==> src/memory_clock_divide_pkg.sv <==
// Purpose: constants for the memory clock divider block
// Assumes: classic Wishbone slave with 32-bit data, byte-wide register in the low lane
// Notes: option locations and key are small parameter arrays supplied at elaboration
package memory_clock_divide_pkg;
	// ----------------------------------------------------------------
	// register map
	// ----------------------------------------------------------------
	localparam logic [15:0] MEMORY_CLOCK_DIVIDE_ADDR = 16'h1820;
	localparam logic [15:0] OPTION_BASE_ADDR = 16'h1821;
	localparam logic [15:0] STATUS_ADDR = 16'h1830;
	localparam logic [15:0] KEY_BASE_ADDR = 16'h1840;
	localparam logic [7:0] MEMORY_CLOCK_DIVIDE_RESET = 8'h00;
	localparam int LOADED_BIT = 7;
	localparam int PRESCALE_BIT = 6;
	localparam int DIVISOR_LSB = 0;
	localparam int DIVISOR_WIDTH = 6;
	localparam int WRITE_ONCE_MSB = 6;
	// ----------------------------------------------------------------
	// timing
	// ----------------------------------------------------------------
	localparam int PRESCALE_RATIO = 8;
	localparam int CLK_SYS_MHZ = 100;
	localparam int OPTION_COUNT = 3;
	localparam int KEY_BYTES = 8;
	// status register bits
	localparam int STAT_ENABLE_BIT = 0;
	localparam int STAT_TICK_BIT = 1;
	localparam int STAT_BUSY_BIT = 2;
	// unmapped reads return this
	localparam logic [31:0] UNMAPPED_DATA = 32'h0000_0000;
endpackage : memory_clock_divide_pkg

==> src/memory_clock_divide_tick_gen.sv <==
// Purpose: divides the bus clock into one-cycle timing pulses
// Assumes: settings are stable once loaded
// Notes: pulse period is (divisor+1) or 8*(divisor+1) bus cycles
`timescale 1ns/10ps
module memory_clock_divide_tick_gen
	import memory_clock_divide_pkg::*;
(
	// clock and reset
	input wire logic clk_sys,
	input wire logic srst,
	// settings
	input wire logic enable,
	input wire logic prescaleByEight,
	input wire logic [DIVISOR_WIDTH-1:0] divisor,
	// output
	output logic memTick
);
	logic [2:0] preCnt_r;
	logic [DIVISOR_WIDTH-1:0] divCnt_r;
	logic preTick;

	// ----------------------------------------------------------------
	// prescaler
	// ----------------------------------------------------------------
	// select full rate or one pulse in eight
	assign preTick = prescaleByEight ? (preCnt_r == 3'(PRESCALE_RATIO - 1)) : 1'b1;

	always_ff @(posedge clk_sys) begin
		if (srst || !enable) begin
			preCnt_r <= 3'h0;
		end else begin
			preCnt_r <= preCnt_r + 3'h1; // wraps at eight
		end
	end

	// ----------------------------------------------------------------
	// divisor plus one
	// ----------------------------------------------------------------
	// a pulse every divisor+1 selected input ticks
	always_ff @(posedge clk_sys) begin
		if (srst || !enable) begin
			divCnt_r <= '0;
			memTick <= 1'b0;
		end else begin
			memTick <= 1'b0;
			if (preTick) begin
				if (divCnt_r == divisor) begin
					divCnt_r <= '0;
					memTick <= 1'b1;
				end else begin
					divCnt_r <= divCnt_r + 1'b1;
				end
			end
		end
	end
endmodule : memory_clock_divide_tick_gen

==> src/memory_clock_divide_ctrl.sv <==
// Purpose: nonvolatile memory clock divider with write-once register and op gate
// Assumes: classic Wishbone slave; software programs a rate of 150 kHz to 200 kHz
// Notes: erase/program timer counts whole timing pulses of the divided clock
`timescale 1ns/10ps
module memory_clock_divide_ctrl
	import memory_clock_divide_pkg::*;
#(
	parameter int OP_PULSE_WIDTH = 16,
	parameter logic [OPTION_COUNT*8-1:0] OPTION_NV = 24'h0,
	parameter logic [KEY_BYTES*8-1:0] KEY_NV = 64'h0 // arbitrary value
)(
	// clock and reset
	input wire logic clk_sys,
	input wire logic srst,
	// wishbone slave
	input wire logic wb_cyc_i,
	input wire logic wb_stb_i,
	input wire logic wb_we_i,
	input wire logic [15:0] wb_adr_i,
	input wire logic [3:0] wb_sel_i,
	input wire logic [31:0] wb_dat_i,
	output logic [31:0] wb_dat_o,
	output logic wb_ack_o,
	// erase / program request from the sequencer
	input wire logic opStart,
	input wire logic [OP_PULSE_WIDTH-1:0] opPulses,
	output logic opBusy,
	output logic opDone,
	output logic opRefused,
	// memory timing
	output logic memTick,
	output logic opEnable,
	// option copies and key
	output logic [OPTION_COUNT*8-1:0] optionWork,
	output logic [KEY_BYTES*8-1:0] compareKey
);
	initial begin
		if (OP_PULSE_WIDTH < 1 || OP_PULSE_WIDTH > 24) begin
			$error("OP_PULSE_WIDTH out of range");
		end
	end

	logic [WRITE_ONCE_MSB:0] divSetting_r;
	logic divisorLoadedFlag_r;
	logic [OPTION_COUNT*8-1:0] optionWork_r;
	logic [OP_PULSE_WIDTH-1:0] opLeft_r;
	logic opBusy_r;
	logic opDone_r;
	logic opRefused_r;
	logic access;
	logic wrByte0;
	logic [31:0] rdData;
	logic [7:0] dividerRead;

	// ----------------------------------------------------------------
	// bus decode
	// ----------------------------------------------------------------
	// single-cycle answer: ack one edge after the request, low the next
	assign access = wb_cyc_i && wb_stb_i && !wb_ack_o;
	assign wrByte0 = access && wb_we_i && wb_sel_i[0];

	always_ff @(posedge clk_sys) begin
		if (srst) begin
			wb_ack_o <= 1'b0;
			wb_dat_o <= 32'h0000_0000;
		end else begin
			wb_ack_o <= access;
			if (access && !wb_we_i) begin
				wb_dat_o <= rdData;
			end
		end
	end

	// ----------------------------------------------------------------
	// divider register
	// ----------------------------------------------------------------
	// seven low bits taken on the first write only
	always_ff @(posedge clk_sys) begin
		if (srst) begin
			divSetting_r <= MEMORY_CLOCK_DIVIDE_RESET[WRITE_ONCE_MSB:0];
		end else if (wrByte0 && wb_adr_i == MEMORY_CLOCK_DIVIDE_ADDR
			&& !divisorLoadedFlag_r) begin
			divSetting_r <= wb_dat_i[WRITE_ONCE_MSB:0];
		end
	end

	// loaded flag: set by the first write whatever its data, bit 7 ignored
	always_ff @(posedge clk_sys) begin
		if (srst) begin
			divisorLoadedFlag_r <= MEMORY_CLOCK_DIVIDE_RESET[LOADED_BIT];
		end else if (wrByte0 && wb_adr_i == MEMORY_CLOCK_DIVIDE_ADDR) begin
			divisorLoadedFlag_r <= 1'b1;
		end
	end

	assign dividerRead = {divisorLoadedFlag_r, divSetting_r};
	assign opEnable = divisorLoadedFlag_r;

	// ----------------------------------------------------------------
	// option copies taken during reset
	// ----------------------------------------------------------------
	always_ff @(posedge clk_sys) begin
		if (srst) begin
			optionWork_r <= OPTION_NV;
		end
	end
	assign optionWork = optionWork_r;
	assign compareKey = KEY_NV;

	// ----------------------------------------------------------------
	// read mux
	// ----------------------------------------------------------------
	always_comb begin
		rdData = UNMAPPED_DATA;
		if (wb_adr_i == MEMORY_CLOCK_DIVIDE_ADDR) begin
			rdData = {24'h000000, dividerRead};
		end else if (wb_adr_i == STATUS_ADDR) begin
			rdData[STAT_ENABLE_BIT] = divisorLoadedFlag_r;
			rdData[STAT_TICK_BIT] = memTick;
			rdData[STAT_BUSY_BIT] = opBusy_r;
		end
		for (int i = 0; i < OPTION_COUNT; i++) begin
			if (wb_adr_i == OPTION_BASE_ADDR + 16'(i)) begin
				rdData = {24'h000000, optionWork_r[i*8 +: 8]};
			end
		end
	end

	// ----------------------------------------------------------------
	// timing pulse generator
	// ----------------------------------------------------------------
	memory_clock_divide_tick_gen u_tick (
		.clk_sys(clk_sys),
		.srst(srst),
		.enable(divisorLoadedFlag_r),
		.prescaleByEight(divSetting_r[PRESCALE_BIT]),
		.divisor(divSetting_r[DIVISOR_LSB +: DIVISOR_WIDTH]),
		.memTick(memTick)
	);

	// ----------------------------------------------------------------
	// erase / program timer
	// ----------------------------------------------------------------
	// counts whole pulses; starts refused until the divider is loaded
	always_ff @(posedge clk_sys) begin
		if (srst) begin
			opBusy_r <= 1'b0;
			opDone_r <= 1'b0;
			opRefused_r <= 1'b0;
			opLeft_r <= '0;
		end else begin
			opDone_r <= 1'b0;
			opRefused_r <= 1'b0;
			if (!opBusy_r && opStart) begin
				if (!divisorLoadedFlag_r || opPulses == '0) begin
					opRefused_r <= 1'b1;
				end else begin
					opBusy_r <= 1'b1;
					opLeft_r <= opPulses;
				end
			end else if (opBusy_r && memTick) begin
				if (opLeft_r == OP_PULSE_WIDTH'(1)) begin
					opBusy_r <= 1'b0;
					opDone_r <= 1'b1;
				end
				opLeft_r <= opLeft_r - 1'b1;
			end
		end
	end
	assign opBusy = opBusy_r;
	assign opDone = opDone_r;
	assign opRefused = opRefused_r;
endmodule : memory_clock_divide_ctrl

==> config.mk <==
export PLATFORM = sky130hd
export DESIGN_NAME = memory_clock_divide_ctrl
export DESIGN_NICKNAME = d
export VERILOG_FILES = /design/src/memory_clock_divide_pkg.sv /design/src/memory_clock_divide_tick_gen.sv /design/src/memory_clock_divide_ctrl.sv
export SDC_FILE = /design/constraint.sdc
export NUM_CORES = 1
export LEC_CHECK = 0
export BUFFER_PORTS_ARGS = -buffer_cell sky130_fd_sc_hd__buf_4
export CORE_MARGIN = 2
export CORE_UTILIZATION = 47
export DETAILED_ROUTE_END_ITERATION = 7
export GPL_TIMING_DRIVEN = 0
export PLACE_DENSITY = 0.86
export SLEW_MARGIN = 20
export SYNTH_ARGS = -nofsm -noshare
export SYNTH_HDL_FRONTEND = slang
export SYNTH_HIERARCHICAL = 1
export SYNTH_SLANG_ARGS = --single-unit
==> constraint.sdc <==
create_clock -name clk_sys -period 4.3 [get_ports clk_sys]
set_clock_uncertainty 0.05 [all_clocks]
set_input_delay 0.86 -clock clk_sys [delete_from_list [all_inputs] [get_ports clk_sys]]
set_output_delay 0.86 -clock clk_sys [all_outputs]
set_load 0.1 [all_outputs]
Word-level counts from Yosys, hierarchy flattened
Cells that the tools add are included.
Word-level totals
  flip-flop bits (word level): 70
  input bits: 74
Operators by class
  $add $sub $neg: 3
  equality and inequality tests: 9
  multiplexer cells: 18
  bitwise operators: 3
  reductions and logical operators: 23
Operators with widths (number)
  32-bit two-way mux: 3
  16-bit by 13-bit == test with 1-bit output, second input constant: 5
  16-bit two-way mux: 3
  16-bit by 1-bit == test with 1-bit output, second input constant: 1
  16-bit zero test: 1
  16-bit by 1-bit subtractor with 16-bit output, second input constant: 1
  1-bit logical AND: 9
  1-bit two-way mux: 8
  6-bit by 1-bit adder with 6-bit output, second input constant: 1
  6-bit == test: 1
  3-bit two-way mux: 2
  6-bit two-way mux: 1
  5-bit two-way mux: 1
  1-bit zero test: 4
  2-bit nonzero test: 2
  2-bit OR reduction: 2
  3-bit by 1-bit adder with 3-bit output, second input constant: 1
  3-bit == test, second input constant: 1
  1-bit inverter: 3
  3-bit AND reduction: 1
  3-bit OR reduction: 1
  1-bit logical OR: 2
  2-bit != test, second input constant: 1
  2-bit AND reduction: 1

Logic depth before layout (Yosys ltp)
  depth after elaboration: 6
  depth in mapped cells: 8

Modules after synthesis
Netlist, hierarchy kept.
Modules (own cells, without submodules)
  memory_clock_divide_ctrl: instances 1, cells an instance 343, area each 2731.4 um^2, sequential area each 720.7 um^2
  memory_clock_divide_tick_gen: instances 1, cells an instance 52, area each 529.3 um^2, sequential area each 200.2 um^2

Worst setup path after synthesis
Ideal clock, no wire load.
  kind: input -> register
  from: input port opPulses[3]
  to: register opLeft_r[11]
  library setup time: 0.084 ns
  arrival: 2.356 ns
  required time: 4.166 ns
  slack: 1.809 ns
  cell stages on the path: 5
  path buffers: 0
  path through: or4_4 o41a_1 nand2_2 a221oi_2 o31ai_2
Between the ends
  word-level cells in the longest chain between the ends: 4
Ends and longest elaborated chain
  from (decl): line memory_clock_divide_ctrl.sv:26  | input wire logic [OP_PULSE_WIDTH-1:0] opPulses,
  16-bit zero test: line memory_clock_divide_ctrl.sv:155  | if (!divisorLoadedFlag_r || opPulses == '0) begin
  1-bit logical OR: line memory_clock_divide_ctrl.sv:155
  2-bit != test (no line)
  2-bit AND reduction (no line)
  to (signal assigned): line memory_clock_divide_ctrl.sv:159  | opLeft_r <= opPulses;
  to (signal assigned): line memory_clock_divide_ctrl.sv:166  | opLeft_r <= opLeft_r - 1'b1;
  to (decl): line memory_clock_divide_ctrl.sv:46  | logic [OP_PULSE_WIDTH-1:0] opLeft_r;
Every way passes these cells.
A chain may end at the register's enable or synchronous reset.

Worst setup path after layout
  from: input port opPulses[3]
  to: register opLeft_r[6]
Same word-level chain as after synthesis.

==> impl_table.tex <==
\begin{tabular}{lr}
\hline
Metric & Value \\
\hline
\multicolumn{2}{l}{\textbf{Critical path}} \\
\quad Capturing element of the worst setup path & opLeft\_r[6]\$\_SDFFE\_PP0P\_ \\
\quad CP endpoint kind & register \\
\quad Data required time at the worst endpoint & about 4.4 ns \\
\quad Endpoint of the most critical register-to-register path & opLeft\_r[14]\$\_SDFFE\_PP0P\_ \\
\quad Largest driver fanout on the critical path & 10 \\
\quad Kind of start point of the critical path & primary input \\
\quad CP startpoint & opPulses[3] \\
\quad CP Class & primary input to register \\
\quad Ordered cell list for the critical path & buf\_4 > or4\_4 > o41ai\_2 > o21ai\_1 > buf\_2 > a22oi\_1 > nor2\_1 \\
\quad Max stage delay on crit path & roughly 0.55 ns \\
\quad Register-to-register setup slack & roughly 2.1 ns \\
\quad Arrival time reported for the critical path endpoint & about 2.7 ns \\
\quad Path depth of the worst reg2reg path & 5 \\
\quad Slowest-stage cell, CP & or4\_4 \\
\quad Startpoint of the worst register-to-register path & opLeft\_r[2]\$\_SDFFE\_PP0P\_ \\
\multicolumn{2}{l}{\textbf{Timing}} \\
\quad Normalized max-slew margin & between 40\% and 50\% \\
\quad Period utilisation layout & roughly three fifths \\
\quad Actual slew at the worst max-slew pin & around 0.8 ns \\
\quad Sum of negative setup slack & 0 ns \\
\quad Number of setup violations in the final report & 0 \\
\quad Worst hold slack across all endpoints & approximately 0.38 ns \\
\quad Final min period & 2.57 ns \\
\quad FMAX & approximately 0.4 GHz \\
\quad Number of pins with negative max-slew slack in the final report & 0 \\
\quad Setup repair after global routing missed its margin & no \\
\quad Final hold violation count & 0 \\
\multicolumn{2}{l}{\textbf{Place}} \\
\quad Placed cell count & roughly 650 \\
\quad HPWL after detailed placement & $\sim$6.4 mm \\
\quad Input/output buffers & 59 \\
\quad Final GP Congestion & 0.895 \\
\multicolumn{2}{l}{\textbf{Floorplanning}} \\
\quad Number of core rows & 30 \\
\quad Top-Level Pins & 200 \\
\quad Die area & roughly 7600 um2 \\
\quad Die height & between 80 and 90 um \\
\quad Overall die width & between 80 and 90 um \\
\quad Starting Density & between 40\% and 50\% \\
\quad Core Box Area & around 6800 um2 \\
\multicolumn{2}{l}{\textbf{Run}} \\
\quad Max\_cap viols & 0 \\
\multicolumn{2}{l}{\textbf{Cells and area}} \\
\quad Filler-free cell count of the finished design & roughly 650 \\
\quad FF/Latch Area & $\sim$900 um2 \\
\quad Number of diodes & 0 \\
\quad Filler cell count in the final layout & around 620 \\
\quad Fraction of layout cells with a size suffix above 1 & 33.9\% \\
\quad Leading cell types in the layout, fill and taps excluded & buf\_4, conb\_1, dfxtp\_1 \\
\quad Layout net count & 651 \\
\quad Most frequent standard cell in the layout excluding fill and tap cells & buf\_4 \\
\quad Synthesis-to-finish area growth & 32.8\% \\
\quad Total area of multi-input combinational cells & between 1500 and 2000 um2 \\
\multicolumn{2}{l}{\textbf{CTS}} \\
\quad Buffer count from post-CTS setup fixing & 0 \\
\quad Cts repair resizes & 0 \\
\quad Cell chosen for the clock root & clkbuf\_8 \\
\quad CTS HTree Levels & 2 \\
\quad Clock latency on the worst-skew pair & roughly 0.3 ns \\
\quad TritonCTS clock tree & yes \\
\quad Number of buffers added to fix hold violations after cts & 0 \\
\quad Maximum clock path buffer count & 2 \\
\quad Clock tree sinks & 46 \\
\quad Clock transition time at the flip-flop clock pins of the worst setup and hold paths & $\sim$0.09 ns \\
\quad Clock buffer count from CTS & 5 \\
\multicolumn{2}{l}{\textbf{Synthesis}} \\
\quad Post-synthesis register bit count & 46 \\
\quad Average footprint of a synthesized cell & slightly above 8 um2 \\
\quad Prevailing post-synth register cell & dfxtp\_1 \\
\quad Synth Warn \# & 6 \\
\quad Number of standard cells after synthesis & roughly 400 \\
\quad Async set or reset register ratio after synthesis & 0\% \\
\quad Proportion of synthesized chip area in sequential cells & between 20 and 30\% \\
\quad Number of synthesized flops with an enable pin & 0 \\
\quad Post-synthesis cell area & 3260 um2 \\
\quad Distinct cell type count after synthesis & between 50 and 60 \\
\multicolumn{2}{l}{\textbf{GRT}} \\
\quad Number of antenna violations at the first check in global routing & 0 \\
\quad Wire length of the first global-routing pass & approximately 12 mm \\
\quad Overall fraction of global-route tracks in use & about a fifth \\
\quad Total congestion overflow & 0 \\
\quad Number of global-route vias before repair & 2,756 \\
\quad Maximum number of pins on one net before global-route repair & 15 \\
\multicolumn{2}{l}{\textbf{Drt}} \\
\quad DRC violation total after the first TritonRoute iteration & around 250 \\
\quad Total number of vias & 3,115 \\
\quad DR WL/cell & roughly 12 um \\
\quad DRC violation count after routing & 0 \\
\quad Total wirelength of the detailed-routed design & roughly 8 mm \\
\quad First-pass iteration count of the detailed router & 6 \\
\quad ANT nets after route & 0 \\
\quad Number of vias per cell & around 4.8 \\
\multicolumn{2}{l}{\textbf{Pwr}} \\
\quad Power density over the cells & 308 nW/um2 \\
\quad VDD IR max & about 0.2 mV \\
\quad Leakage dissipation & $\sim$2.2 nW \\
\multicolumn{2}{l}{\textbf{Hold path}} \\
\quad Type of the most critical hold path & register to register \\
\multicolumn{2}{l}{\textbf{Run status}} \\
\quad Outcome & completed \\
\hline
\end{tabular}
==> metal layers <==
metal	part of all wire [%]	global-route usage, %
met2	50	35.7
met4	2.1	6.85
met5	0	0
met1	38	22.9
met3	9.8	5.12
==> sequential cells by signal, indices dropped and copies added (netlist names) <==
signal,flops
opBusy,1
wb_ack_o,1
wb_dat_o,8
opLeft_r,16
opRefused,1
u_tick/memTick,1
u_tick/divCnt_r,6
divSetting_r,7
u_tick/preCnt_r,3
opEnable,1
opDone,1
==> stage by stage <==
step,setup slack [ns],util [%],instance area [um2],total power [W]
floorplan,1.81,-,3680,0.000968
CTS,1.75,64.1,4330,0.00133
global placement,1.52,62.5,4220,0.00101
global route,1.68,64.1,4330,0.00138
finish,1.73,64.1,4330,0.00134
detailed placement,1.44,62.5,4220,0.00101
==> power breakdown <==
group / switching (W) / internal (W)
logic: 0.000478 / 0.000106
clock network: 0.000151 / 0.000174
registers: 0.000000251 / 0.000426
==> kinds of logic (layout without fill, tap and decap cells) <==
family,count (synthesis),after routing,share of synthesized area [%]
AO/OA/AOI/OAI,66,66,15.3
XOR/XNOR,7,7,1.88
adder cells (fa/ha/maj),5,5,1.92
buffers and inverters,134,201,28.6
flip-flops,46,46,28.2
multiplexers,9,9,2.76
other,1,112,0.115
AND/OR/NAND/NOR,127,127,21.1
==> worst min path at each step <==
| stage | from | to | slack (ns) | depth (start not counted) |
|---|---|---|---|---|
| finish | u_tick/preCnt_r[0]$_SDFF_PP0_ | u_tick/preCnt_r[0]$_SDFF_PP0_ | 0.38 | 1 |
| global route | u_tick/preCnt_r[0]$_SDFF_PP0_ | u_tick/preCnt_r[0]$_SDFF_PP0_ | 0.40 | 1 |
| CTS | u_tick/preCnt_r[0]$_SDFF_PP0_ | u_tick/preCnt_r[0]$_SDFF_PP0_ | 0.38 | 1 |
| detailed placement | u_tick/preCnt_r[0]$_SDFF_PP0_ | u_tick/preCnt_r[0]$_SDFF_PP0_ | 0.37 | 1 |
| global placement | u_tick/preCnt_r[0]$_SDFF_PP0_ | u_tick/preCnt_r[0]$_SDFF_PP0_ | 0.36 | 1 |
| floorplan | u_tick/preCnt_r[0]$_SDFF_PP0_ | u_tick/preCnt_r[0]$_SDFF_PP0_ | 0.35 | 1 |
==> synth_stat cells, drive strengths merged (2+ instances only) <==
master | n | area (um2)
inv | 7 | 26.3
a21oi | 7 | 35.0
nand3 | 10 | 50.1
nor4 | 9 | 77.6
o41ai | 2 | 25.0
or3 | 3 | 18.8
xor2 | 7 | 61.3
nand2b | 3 | 18.8
a211oi | 3 | 22.5
ha | 5 | 62.6
nor3 | 9 | 55.1
o22ai | 3 | 18.8
o31ai | 7 | 57.6
dfxtp | 46 | 921
buf | 116 | 865
a221oi | 6 | 65.1
clkbuf | 10 | 37.5
mux2i | 9 | 90.1
nand4 | 2 | 12.5
or2 | 2 | 12.5
o211ai | 2 | 15.0
or4 | 10 | 82.6
nand2 | 27 | 104
a32oi | 5 | 43.8
a31oi | 4 | 25.0
nor2 | 38 | 143
nor2b | 3 | 26.3
nor4b | 4 | 35.0
a22oi | 11 | 82.6
nand3b | 2 | 15.0
o21ai | 9 | 45.0
==> worst max-delay path, delay by kind of cell <==
kind	cells	cell delay, ns
AND/OR/NAND/NOR	2	0.61
buffers and inverters	2	0.34
AO/OA/AOI/OAI	3	0.87
==> final cells by class <==
type / count / share of cell area, %
buffer: 126 / 20.8
clock inverter: 2 / 0.867
timing repair buffer: 59 / 10.2
inverter: 8 / 0.693
clock buffer: 6 / 1.68
multi-input combinational: 326 / 42.1
tap: 80 / 2.31
sequential: 46 / 21.3
No activity file was read; power rests on OpenSTA's default activity.
